<file path="src/common/aux_seq_pkg.sv">
// Purpose: shared constants and types for the auxiliary sequencer slot 11
// Assumes: 16-bit registers, 8-bit register addresses
// Notes:   field positions, reset values and routing codes for the design files live here
`default_nettype none
package aux_seq_pkg;

    // ------------------------------------------------------------------
    // register map
    // ------------------------------------------------------------------
    localparam logic [7:0]  SLOT11_CFG_ADDR  = 8'h9B;
    localparam logic [15:0] SLOT11_CFG_RESET = 16'h000B;
    localparam logic [15:0] READ_ZERO        = 16'h0000;

    // ------------------------------------------------------------------
    // field positions
    // ------------------------------------------------------------------
    localparam int ENABLE_BIT = 15;
    localparam int GAIN_MSB   = 14;
    localparam int GAIN_LSB   = 13;
    localparam int NEG_BIT    = 4;
    localparam int POS_MSB    = 3;
    localparam int POS_LSB    = 0;

    // ------------------------------------------------------------------
    // field reset values
    // ------------------------------------------------------------------
    localparam logic       ENABLE_RESET = 1'h0;
    localparam logic [1:0] GAIN_RESET   = 2'h0;
    localparam logic       NEG_RESET    = 1'h0;
    localparam logic [3:0] POS_RESET    = 4'hB;

    // ------------------------------------------------------------------
    // codes
    // ------------------------------------------------------------------
    localparam logic [1:0] GAIN_CODE_X1 = 2'h0;
    localparam logic [1:0] GAIN_CODE_X2 = 2'h1;
    localparam logic [2:0] GAIN_X1      = 3'h1;
    localparam logic [2:0] GAIN_X2      = 3'h2;
    localparam logic [2:0] GAIN_X4      = 3'h4;
    localparam logic [3:0] POS_LAST_EXTERNAL = 4'h7;

    typedef enum logic [2:0] {
        NEG_GROUND = 3'h1,
        NEG_EXT7   = 3'h2,
        NEG_AUTO   = 3'h4
    } neg_route_t;

    typedef struct packed {
        logic       wr;
        logic       rd;
        logic [7:0] addr;
        logic [15:0] wdata;
    } reg_req_t;

    typedef struct packed {
        logic       enable;
        logic [1:0] gain_code;
        logic       neg_select;
        logic [3:0] pos_select;
    } slot_cfg_t;

    typedef struct packed {
        logic       enable;
        logic [2:0] gain;
        logic [3:0] pos_select;
        logic       internal_node;
        neg_route_t neg_route;
    } slot_route_t;

endpackage
`default_nettype wire

</file>
<file path="src/logic/slot_route_decode.sv">
// Purpose: turns the stored slot fields into converter routing controls
// Assumes: purely combinational; the caller registers the result
// Notes:   gain codes 10 and 11 both mean gain 4
`timescale 1ns/1ps
`default_nettype none
module slot_route_decode (
    input  wire aux_seq_pkg::slot_cfg_t   cfg,
    output aux_seq_pkg::slot_route_t      route
);

    // ------------------------------------------------------------------
    // decoding helpers
    // ------------------------------------------------------------------
    function automatic logic [2:0] gain_of(input logic [1:0] code);
        unique case (code)
            aux_seq_pkg::GAIN_CODE_X1: gain_of = aux_seq_pkg::GAIN_X1;
            aux_seq_pkg::GAIN_CODE_X2: gain_of = aux_seq_pkg::GAIN_X2;
            default:                   gain_of = aux_seq_pkg::GAIN_X4;
        endcase
    endfunction

    function automatic logic is_internal(input logic [3:0] pos);
        is_internal = (pos > aux_seq_pkg::POS_LAST_EXTERNAL);
    endfunction

    always_comb begin
        route.enable        = cfg.enable;
        route.gain          = gain_of(cfg.gain_code);
        route.pos_select    = cfg.pos_select;
        route.internal_node = is_internal(cfg.pos_select);
        if (is_internal(cfg.pos_select)) begin
            // the converter picks its own reference for internal nodes
            route.neg_route = aux_seq_pkg::NEG_AUTO;
        end else if (cfg.neg_select) begin
            route.neg_route = aux_seq_pkg::NEG_EXT7;
        end else begin
            route.neg_route = aux_seq_pkg::NEG_GROUND;
        end
    end

endmodule
`default_nettype wire

</file>
<file path="src/logic/aux_adc_seq_step_cfg.sv">
// Purpose: sequencer slot 11 configuration register and its routing outputs
// Assumes: requests come from the serial register decoder on ref_clk
// Notes:   reads answer one cycle after the request
//
// Notes on behaviour
// - register at 9Bh, 16 bits, resets 000Bh
// - bit 15 includes slot in sequence
// - bits 14:13 gain: 1, 2, 4, 4
// - bit 4 negative: ground or input seven
// - bits 3:0 codes 0-7 pick external inputs
// - codes 8-15 internal, negative chosen automatically
`timescale 1ns/1ps
`default_nettype none
module aux_adc_seq_step_cfg #(
    parameter int ADDR_W = 8
) (
    input  wire logic                     ref_clk,
    input  wire logic                     rst_n,
    input  wire aux_seq_pkg::reg_req_t    req,
    output var  logic [15:0]              rd_data,
    output var  logic                     rd_valid,
    output var  aux_seq_pkg::slot_route_t route
);

    generate
        if (ADDR_W != 8) begin : g_bad_width
            $error("aux_adc_seq_step_cfg: ADDR_W must be 8");
        end
    endgenerate

    // ------------------------------------------------------------------
    // reset release
    // ------------------------------------------------------------------
    logic [1:0] rst_sync_reg;
    logic       rst_int_n;

    always_ff @(posedge ref_clk or negedge rst_n) begin
        if (!rst_n) begin
            rst_sync_reg <= 2'h0;
        end else begin
            rst_sync_reg <= {rst_sync_reg[0], 1'h1};
        end
    end
    assign rst_int_n = rst_sync_reg[1];

    // ------------------------------------------------------------------
    // state
    // ------------------------------------------------------------------
    typedef struct packed {
        aux_seq_pkg::slot_cfg_t   cfg;
        logic [15:0]              rd_data;
        logic                     rd_valid;
        aux_seq_pkg::slot_route_t route;
    } state_t;

    localparam aux_seq_pkg::slot_cfg_t CFG_RESET = '{
        enable:     aux_seq_pkg::ENABLE_RESET,
        gain_code:  aux_seq_pkg::GAIN_RESET,
        neg_select: aux_seq_pkg::NEG_RESET,
        pos_select: aux_seq_pkg::POS_RESET
    };

    // routing view of the reset value, so outputs are consistent at once
    localparam aux_seq_pkg::slot_route_t ROUTE_RESET = '{
        enable:        aux_seq_pkg::ENABLE_RESET,
        gain:          aux_seq_pkg::GAIN_X1,
        pos_select:    aux_seq_pkg::POS_RESET,
        internal_node: 1'h1,
        neg_route:     aux_seq_pkg::NEG_AUTO
    };

    localparam state_t STATE_RESET = '{
        cfg:      CFG_RESET,
        rd_data:  aux_seq_pkg::READ_ZERO,
        rd_valid: 1'h0,
        route:    ROUTE_RESET
    };

    state_t                   state_reg;
    state_t                   state_next;
    aux_seq_pkg::slot_route_t route_dec;

    // ------------------------------------------------------------------
    // register image and field packing
    // ------------------------------------------------------------------
    function automatic logic [15:0] image_of(
        input aux_seq_pkg::slot_cfg_t c
    );
        logic [15:0] v;
        v = aux_seq_pkg::READ_ZERO;
        v[aux_seq_pkg::ENABLE_BIT] = c.enable;
        v[aux_seq_pkg::GAIN_MSB:aux_seq_pkg::GAIN_LSB] = c.gain_code;
        v[aux_seq_pkg::NEG_BIT] = c.neg_select;
        v[aux_seq_pkg::POS_MSB:aux_seq_pkg::POS_LSB] = c.pos_select;
        image_of = v;
    endfunction

    function automatic aux_seq_pkg::slot_cfg_t fields_of(
        input logic [15:0] w
    );
        // reserved bits 12:5 are simply never picked up
        fields_of.enable     = w[aux_seq_pkg::ENABLE_BIT];
        fields_of.gain_code  =
            w[aux_seq_pkg::GAIN_MSB:aux_seq_pkg::GAIN_LSB];
        fields_of.neg_select = w[aux_seq_pkg::NEG_BIT];
        fields_of.pos_select =
            w[aux_seq_pkg::POS_MSB:aux_seq_pkg::POS_LSB];
    endfunction

    // ------------------------------------------------------------------
    // routing decode of the stored fields
    // ------------------------------------------------------------------
    slot_route_decode u_decode (
        .cfg   (state_reg.cfg),
        .route (route_dec)
    );

    // ------------------------------------------------------------------
    // next state
    // ------------------------------------------------------------------
    always_comb begin
        logic hit;
        hit = (req.addr == aux_seq_pkg::SLOT11_CFG_ADDR);
        state_next = state_reg;
        state_next.rd_valid = req.rd;
        if (req.rd) begin
            // a read in the cycle of a write returns the old value
            state_next.rd_data = hit ? image_of(state_reg.cfg)
                                     : aux_seq_pkg::READ_ZERO;
        end
        if (req.wr && hit) begin
            state_next.cfg = fields_of(req.wdata);
        end
        // outputs follow the stored fields one cycle later
        state_next.route = route_dec;
    end

    always_ff @(posedge ref_clk or negedge rst_int_n) begin
        if (!rst_int_n) begin
            state_reg <= STATE_RESET;
        end else begin
            state_reg <= state_next;
        end
    end

    assign rd_data  = state_reg.rd_data;
    assign rd_valid = state_reg.rd_valid;
    assign route    = state_reg.route;

endmodule
`default_nettype wire

</file>
<file path="config.mk">
export PLATFORM = sky130hd
export DESIGN_NAME = aux_adc_seq_step_cfg
export DESIGN_NICKNAME = d
export VERILOG_FILES = /design/src/common/aux_seq_pkg.sv /design/src/logic/slot_route_decode.sv /design/src/logic/aux_adc_seq_step_cfg.sv
export SDC_FILE = /design/constraint.sdc
export NUM_CORES = 1
export LEC_CHECK = 0
export ABC_AREA = 1
export BUFFER_PORTS_ARGS = -buffer_cell sky130_fd_sc_hd__buf_2
export CORE_ASPECT_RATIO = 1.25
export CORE_MARGIN = 2
export CORE_UTILIZATION = 50
export CTS_CLUSTER_DIAMETER = 120
export DETAILED_ROUTE_END_ITERATION = 10
export PLACE_DENSITY = 0.83
export REMOVE_ABC_BUFFERS = 1
export SLEW_MARGIN = 0
export SYNTH_ARGS = -nofsm -noshare
export SYNTH_HDL_FRONTEND = slang
export SYNTH_SLANG_ARGS = --single-unit
</file>
<file path="constraint.sdc">
create_clock -name ref_clk -period 2.4 [get_ports ref_clk]
set_input_delay 0.24 -clock ref_clk [delete_from_list [all_inputs] [get_ports ref_clk]]
set_output_delay 0.24 -clock ref_clk [all_outputs]
set_load 0.01 [all_outputs]
</file>
==> flow_metrics.tcl, run 1 <==
set metrics [dict create \
    drt_iter0_markers 7 \
    cts.sinks 30 \
    largest_reg_flops 11 \
    synth_edf_count 0 \
    postRouteWirelength_mm 1.913 \
    rrSetupSlack_ns 1.36 \
    tightest_slew_ns 1.003 \
    synth_area_sq_um 1365 \
    nNetsFinal 181 \
    dp_hpwl_mm 1.518 \
    clock_latency_ns 0.32 \
    cts_buffer_depth 2 \
    layout.cells.non_filler 188 \
    path_cells "buf_2" \
    syn_inst 130 \
    min_path_type "in -> reg" \
    grt_usage_pct 14.54 \
    overflow 0 \
    tns_ns 0 \
    p_per_area_nw_per_um2 618.2 \
    syn_area_per_cell_sq_um 10.50 \
    p_comb_share_pct 7.7 \
    start_util_pct 51.95 \
    dp.cells 179 \
    die-area_sq_um 3167 \
    vdd_drop_max_uv 309.5 \
    synth_ff_type "dfrtp_1" \
    drv_slew 0 \
    synthTopCellsByCount "33 x nand2_1, 28 x buf_4, 22 x dfrtp_1" \
    cts_buffers 5 \
    grt_pass1_vias 816 \
    fin_crit_ns 1.209 \
    grt_max_degree 29 \
    startpoint_type "register" \
    worst-path-buf-inv 1 \
    yosys.area.top_type "dfrtp_1" \
    antenna_found_initial 0 \
    gp_congestion 0.7256 \
    fill_cells 243 \
    hp-start "req[0]" \
    vias 847 \
    vias_per_cell 4.505 \
    synth_warnings 0 \
    power_report.internal_total_w 0.0006985 \
    drc 0 \
    skew_ns 0.008267 \
    die_x_um 50.74 \
    finalSetupViolCount 0 \
    required_ns 2.16 \
    ys_types 16 \
    synth.area.top_cells "dfrtp_1 40%, buf_4 15%, dfstp_2 15%" \
    die_y_um 62.42 \
    status "finished clean" \
    port_buffers 40 \
    grt_pass1_wl_mm 3.325 \
    end_kind "primary output" \
    switchingPower_w 0.0002142 \
    slowest_stage "dfstp_2" \
    swShare_pct 23.47 \
    final_layout_size_suffix_gt1_share_pct 45.45 \
    timing.rr.start "rst_sync_reg[1]" \
    cap_violations 0 \
    synth-seq-cells 30 \
    worstPathMaxFanout 2 \
    path_clk_slew_ns 0.08 \
    hold_violations 0 \
    tritoncts "done" \
    cp.arrival_ns 0.97 \
    r2r_cells 0 \
    root_buffer "clkbuf_4" \
    cts_setup_buffers 0 \
    drt-pass1-iter-count 4 \
    rows 21 \
    hold-path-cell-count 3 \
    postRouteAntennaNets 0 \
    area_delta_synth_final_pct 8.158 \
    synth_top_area_share_pct 40.33 \
    hold-path-endpoint "state_reg[29]" \
    path_class "reg -> out" \
    worst_path_largest_cell_delay_ns 0.53 \
    r2r_end "rd_data[0]" \
    layout_worst_path_cycle_share_pct 50.37 \
    htreeDepth 2 \
    fin_hold_ws_ns 0.1306 \
    pwr-share-seq_pct 59.9 \
    max_freq_ghz 0.8271 \
    p_leak_nw 0.8195 \
    seq_area_frac_synth_pct 55.73 \
    n_antenna_cell 0 \
    async_flop_share_pct 100.0 \
    ios 57 \
    synthMostInstantiatedCell "nand2_1" \
    core_area_sq_um 2628 \
    routedWlPerCell_um 10.18 \
    path_delay_family "flip-flops" \
    clockPowerShare_pct 32.5 \
    rsz0062_at_grt "no" \
    slew_headroom_pct 33.11 \
]
## cells by family (layout without fill, tap and decap cells)
kind of cell / Yosys count / count (layout) / synth area share, %
AND/OR/NAND/NOR: 52 / 52 / 20.26
flip-flops: 30 / 30 / 55.73
other: 2 / 9 / 0.5502
buffers and inverters: 38 / 55 / 18.33
AO/OA/AOI/OAI: 8 / 8 / 5.133
## layout make-up
cell class | instances | area (sq um) | share of cell area, %
clock buffers | 7 | 55.05 | 3.729
repair buffers | 41 | 210.2 | 14.24
multi-input cells | 69 | 380.4 | 25.76
flip-flops and latches | 30 | 760.7 | 51.53
inverters | 6 | 22.52 | 1.525
well taps | 34 | 42.54 | 2.881
clock inverters | 1 | 5.005 | 0.3390
## layer usage
| layer | wire length [um] | vias to the layer above | share of wire, % | global-route usage, % |
|---|---|---|---|---|
| met4 | 89 | 0 | 4.7 | 13.18 |
| met2 | 914 | 42 | 48 | 22.20 |
| met5 | 0 | - | 0 | 0 |
| met1 | 753 | 382 | 39 | 17.02 |
| li1 | - | 415 | - | - |
| met3 | 157 | 8 | 8.2 | 2.632 |
## stage by stage
stage / power, W / setup slack (ns) / area, sq um / util, %
after floorplan: 0.0005884 / 1.518 / 1164 / -
after global placement: 0.0006232 / 1.337 / 1406 / 53.52
after detailed placement: 0.0006265 / 1.289 / 1406 / 53.52
after CTS: 0.0009258 / 1.172 / 1476 / 56.19
after global routing: 0.0009601 / 1.114 / 1476 / 56.19
final: 0.0009127 / 1.191 / 1476 / 56.19
## power groups by stage
stage	combinational, W	sequential, W	clock (W)
final	0.0000700	0.000546	0.000296
after global routing	0.0000784	0.000551	0.000330
after CTS	0.0000708	0.000548	0.000307
after detailed placement	0.0000695	0.000557	0
after global placement	0.0000679	0.000555	0
after floorplan	0.0000282	0.000560	0
## how the worst max path moves through the flow
stage	from	end	depth (start not counted)
final	route[3]	route[2]	1
after global routing	rst_sync_reg[1]	rd_data[0]	0
after CTS	route[3]	route[3]	1
after detailed placement	rst_sync_reg[1]	rd_data[0]	0
after global placement	rst_sync_reg[1]	rd_data[3]	0
after floorplan	rst_sync_reg[1]	rd_data[0]	0
## layout by cell type, fill, tap and decap left out
cell type      instances
clkbuf_1               1
nor2_1                 4
o21ai_2                8
dfrtp_1               22
clkbuf_8               1
nor2_8                 2
nand2_1               33
dlygate4sd3_1          1
clkbuf_4               5
nand3_4                1
clkinv_2               1
conb_1                 9
nand4_1                8
nand2_4                1
inv_1                  6
buf_2                 40
dfstp_2                8
nand2_2                3
## repair_timing
item	4_1_cts	5_1_grt
resized for setup	0	0
hold buffers	1	0
hold endpoints to repair	2	0
Power figures use the tool's default switching activity.
==> run 2: changes to the inputs <==
--- a/config.mk
+++ b/config.mk
@@ -9,10 +9,10 @@
 export BUFFER_PORTS_ARGS = -buffer_cell sky130_fd_sc_hd__buf_2
 export CORE_ASPECT_RATIO = 1.25
 export CORE_MARGIN = 2
-export CORE_UTILIZATION = 50
+export CORE_UTILIZATION = 42
 export CTS_CLUSTER_DIAMETER = 120
 export DETAILED_ROUTE_END_ITERATION = 10
-export PLACE_DENSITY = 0.83
+export PLACE_DENSITY = 0.74
 export REMOVE_ABC_BUFFERS = 1
 export SLEW_MARGIN = 0
 export SYNTH_ARGS = -nofsm -noshare
==> constraint.sdc (replaced) <==
create_clock -name ref_clk -period 1.1 [get_ports ref_clk]
set_input_delay 0.11 -clock ref_clk [delete_from_list [all_inputs] [get_ports ref_clk]]
set_output_delay 0.11 -clock ref_clk [all_outputs]
set_load 0.01 [all_outputs]
==> run 2 against run 1 <==
Net effect: die area is 18% higher; final cell count is 2.1% higher; count of clock-buffer cells in the layout is 1 lower; worst hold slack worse by 0.081 ns; combinational power is 150% higher; cell area is 4.2% higher; worst setup slack worse by 1.1 ns.
==> flow_metrics.tcl, run 2 (synthesis results as in run 1) <==
set metrics [dict create \
    status "finished clean" \
    cp.arrival_ns 0.92 \
    grt_usage_pct 13.55 \
    p_leak_nw 0.8405 \
    fin_crit_ns 1.029 \
    die_x_um 54.99 \
    fill_cells 308 \
    worst-path-buf-inv 1 \
    clock_latency_ns 0.28 \
    path_delay_family "flip-flops" \
    required_ns 0.99 \
    cap_violations 0 \
    hold_buffers 1 \
    cts_resized 0 \
    power_report.internal_total_w 0.001894 \
    grt_pass1_vias 847 \
    rsz0062_at_grt "no" \
    ios 57 \
    tns_ns 0 \
    layout_worst_path_cycle_share_pct 93.56 \
    n_antenna_cell 0 \
    cts.sinks 30 \
    swShare_pct 21.35 \
    final_layout_size_suffix_gt1_share_pct 45.81 \
    p_comb_share_pct 7.2 \
    switchingPower_w 0.0005142 \
    end_kind "primary output" \
    skew_ns 0.005833 \
    path_class "reg -> out" \
    hold_violations 0 \
    postRouteWirelength_mm 2.078 \
    area_delta_synth_final_pct 12.65 \
    grt_max_degree 29 \
    die-area_sq_um 3725 \
    finalSetupViolCount 0 \
    cts_buffer_depth 2 \
    start_util_pct 43.12 \
    antenna_found_initial 0 \
    path_cells "buf_2" \
    seq_area_sq_um 760.7 \
    postRouteAntennaNets 0 \
    nNetsFinal 182 \
    p_per_area_nw_per_um2 1566 \
    root_buffer "clkbuf_8" \
    drv_slew 0 \
    fin_hold_ws_ns 0.04928 \
    vias_per_cell 4.448 \
    die_y_um 67.74 \
    cts_setup_buffers 0 \
    path_clk_slew_ns 0.06 \
    worstPathMaxFanout 2 \
    startpoint_type "register" \
    overflow 0 \
    worst_path_largest_cell_delay_ns 0.52 \
    grt_pass1_wl_mm 3.505 \
    vias 854 \
    rrSetupSlack_ns 0.25 \
    core_area_sq_um 3166 \
    htreeDepth 2 \
    drt-pass1-iter-count 4 \
    cts_buffers 5 \
    gp_congestion 0.7129 \
    clockPowerShare_pct 43.9 \
    drc 0 \
    routedWlPerCell_um 10.82 \
    most-common-layout-cells "40 x buf_2, 33 x nand2_1, 22 x dfrtp_1" \
    tritoncts "done" \
    max_freq_ghz 0.9716 \
    pwr-share-seq_pct 48.9 \
    vdd_drop_max_uv 896.9 \
    slowest_stage "dfstp_2" \
    multi_input_area_sq_um 380.4 \
    mostFrequentLayoutCell "buf_2" \
    rows 23 \
    port_buffers 40 \
    largest_reg_flops 11 \
    min_path_type "in -> reg" \
    drt_iter0_markers 12 \
]
-- run 2: routing by layer --
| layer | up-vias | track usage (%) | routed length [um] |
|---|---|---|---|
| li1 | 414 | - | - |
| met1 | 398 | 13.53 | 731 |
| met2 | 37 | 23.36 | 1110 |
| met3 | 5 | 3.982 | 171 |
| met4 | 0 | 9.146 | 65 |
| met5 | - | 0 | 0 |
-- run 2: cell type report --
class | instances | area share, %
inverters | 6 | 1.465
clock buffers | 6 | 4.719
clock inverters | 2 | 2.441
flip-flops and latches | 30 | 49.47
multi-input cells | 69 | 24.74
repair buffers | 42 | 14.16
well taps | 37 | 3.011
-- run 2: path summary, 6_finish.rpt --
check	from	endpoint	cells past startpoint
min	req[3]	state_reg[32]	3
max reg2reg	state_reg[32]	rd_data[3]	2
max in group asynchronous	rst_sync_reg[1]	route[8]	1
min reg2reg	rst_sync_reg[1]	rd_valid	1
max	route[3]	route[3]	1
min in group asynchronous	rst_n	rst_sync_reg[1]	2
-- run 2: power groups by stage --
stage | Sequential [W] | Clock, W | Combinational (W)
after global routing | 0.00118 | 0.00114 | 0.000196
final | 0.00118 | 0.00106 | 0.000173
after global placement | 0.00120 | 0 | 0.000168
after detailed placement | 0.00120 | 0 | 0.000173
after floorplan | 0.00122 | 0 | 0.0000615
after CTS | 0.00118 | 0.00108 | 0.000176
-- run 2: per-stage QoR --
stage | area (sq um) | total power [W] | setup slack [ns] | instances | util (%)
6_report | 1538 | 0.002408 | 0.07081 | 192 | 48.58
2_1_floorplan | 1164 | 0.001284 | 0.2180 | 105 | -
5_1_grt | 1538 | 0.002517 | 0.03691 | 192 | 48.58
3_3_place_gp | 1418 | 0.001363 | 0.2028 | 183 | 44.78
3_5_place_dp | 1418 | 0.001371 | 0.1714 | 183 | 44.78
4_1_cts | 1538 | 0.002435 | 0.05717 | 192 | 48.58
==> run 3: changes to the inputs <==
--- a/config.mk
+++ b/config.mk
@@ -7,12 +7,12 @@
 export LEC_CHECK = 0
 export ABC_AREA = 1
 export BUFFER_PORTS_ARGS = -buffer_cell sky130_fd_sc_hd__buf_2
-export CORE_ASPECT_RATIO = 1.25
+export CORE_ASPECT_RATIO = 0.8
 export CORE_MARGIN = 2
 export CORE_UTILIZATION = 42
 export CTS_CLUSTER_DIAMETER = 120
 export DETAILED_ROUTE_END_ITERATION = 10
-export PLACE_DENSITY = 0.74
+export PLACE_DENSITY_LB_ADDON = 0.05
 export REMOVE_ABC_BUFFERS = 1
 export SLEW_MARGIN = 0
 export SYNTH_ARGS = -nofsm -noshare
==> run 3 against run 2 <==
Net effect: worst setup slack improved by 0.0098 ns; power increased by 2.4%; count of clock-buffer cells in the layout increased by 1; wire length increased by 2.7%; non-clock buffer count unchanged; highest routed layer unchanged.
==> flow_metrics.tcl, run 3 (synthesis results as in run 1) <==
set metrics [dict create \
    p_comb_share_pct 7.2 \
    cts.sinks 30 \
    path_cells "buf_2" \
    vias_per_cell 4.400 \
    min_path_type "in -> reg" \
    start_util_pct 44.24 \
    rsz0062_at_grt "no" \
    root_buffer "clkbuf_8" \
    nNetsFinal 182 \
    path_clk_slew_ns 0.06 \
    largest_reg_flops 11 \
    drc 0 \
    layout.cells.non_filler 195 \
    worst-path-buf-inv 1 \
    power_report.internal_total_w 0.001957 \
    antenna_found_initial 0 \
    slowest_stage "dfstp_2" \
    worstPathMaxFanout 2 \
    htreeDepth 2 \
    path_class "reg -> out" \
    ios 57 \
    layout_worst_path_cycle_share_pct 92.68 \
    worst_path_largest_cell_delay_ns 0.52 \
    finalSetupViolCount 0 \
    rows 18 \
    overflow 0 \
    vias 858 \
    pwr-share-seq_pct 47.8 \
    fin_total_pwr_w 0.002466 \
    required_ns 0.99 \
    clock_latency_ns 0.27 \
    gp_congestion 0.7300 \
    mostFrequentLayoutCell "buf_2" \
    end_kind "primary output" \
    grt_usage_pct 13.35 \
    setup_slack_ns 0.08057 \
    vdd_drop_max_uv 743.4 \
    hold_violations 0 \
    fin_crit_ns 1.019 \
    cts_buffer_depth 2 \
    fin_hold_ws_ns 0.05596 \
    most-common-layout-cells "40 x buf_2, 33 x nand2_1, 22 x dfrtp_1" \
    switchingPower_w 0.0005089 \
    die-area_sq_um 3725 \
    path_delay_family "flip-flops" \
    drt-pass1-iter-count 4 \
    routedWlPerCell_um 10.95 \
    status "finished clean" \
    cp.arrival_ns 0.91 \
    startpoint_type "register" \
    final_layout_size_suffix_gt1_share_pct 45.81 \
    dp_hpwl_mm 1.558 \
    area_delta_synth_final_pct 13.38 \
    max_freq_ghz 0.9809 \
    tritoncts "done" \
    grt_pass1_vias 766 \
    postRouteAntennaNets 0 \
    grt_pass1_wl_mm 3.415 \
    clockPowerShare_pct 45.1 \
    grt_max_degree 29 \
    port_buffers 40 \
    cap_violations 0 \
    place_ws_ns 0.1373 \
    swShare_pct 20.64 \
    postRouteWirelength_mm 2.135 \
    p_per_area_nw_per_um2 1593 \
    cts_buffers 5 \
    die_x_um 67.74 \
    core_area_sq_um 3085 \
    dp.cells 186 \
    drv_slew 0 \
    die_y_um 54.99 \
    skew_ns 0.009223 \
    drt_iter0_markers 35 \
    n_antenna_cell 0 \
    p_leak_nw 0.8475 \
    tns_ns 0 \
]
run 3: changes by cell type in the layout (fill, tap and decap cells not counted), sizes merged:
cell and delta:
clkbuf +1, clkinvlp -1
run 3: through the flow:
| step | util, % | instance area (sq um) |
|---|---|---|
| after CTS | 50.16 | 1548 |
| after floorplan | - | 1164 |
| after global routing | 50.16 | 1548 |
| after detailed placement | 46.07 | 1421 |
| final | 50.16 | 1548 |
| after global placement | 46.07 | 1421 |
run 3: path summary, 6_finish.rpt:
kind | slack [ns] | depth (start not counted) | from | endpoint
setup reg to reg | 0.26 | 2 | state_reg[32] | rd_data[3]
min in group asynchronous | 0.15 | 2 | rst_n | rst_sync_reg[0]
setup / recovery | 0.08 | 1 | route[3] | route[2]
max in group asynchronous | 0.55 | 1 | rst_sync_reg[1] | state_reg[32]
hold reg to reg | 0.23 | 1 | rst_sync_reg[1] | rd_data[13]
hold / removal | 0.06 | 3 | req[0] | state_reg[29]
run 3: area by class of cell:
type / count / area (sq um)
Timing Repair Buffer: 42 / 217.7
Inverter: 6 / 22.52
Clock buffer: 7 / 86.33
Clock inverter: 1 / 30.03
Multi-Input combinational cell: 69 / 380.4
Sequential cell: 30 / 760.7
Fill cell: 278 / 1538
Tap cell: 40 / 50.05
run 3: per-layer routing:
| layer | GRT usage (%) | vias up | wire [um] |
|---|---|---|---|
| li1 | - | 424 | - |
| met1 | 15.46 | 392 | 927 |
| met2 | 21.90 | 37 | 1022 |
| met3 | 4.251 | 5 | 147 |
| met4 | 8.163 | 0 | 38 |
| met5 | 0 | - | 0 |
run 3: timing repair:
item	in CTS	in global routing
hold buffers	1	0
buffers inserted	0	0
hold endpoints to repair	2	0
resized for setup	0	0
run 3: power by group through the flow:
| stage | logic (W) | clock network, W | registers [W] |
|---|---|---|---|
| 2_1_floorplan | 0.0000615 | 0 | 0.00122 |
| 4_1_cts | 0.000180 | 0.00114 | 0.00118 |
| 3_5_place_dp | 0.000178 | 0 | 0.00120 |
| 5_1_grt | 0.000200 | 0.00120 | 0.00118 |
| 3_3_place_gp | 0.000174 | 0 | 0.00120 |
| 6_report | 0.000176 | 0.00111 | 0.00118 |
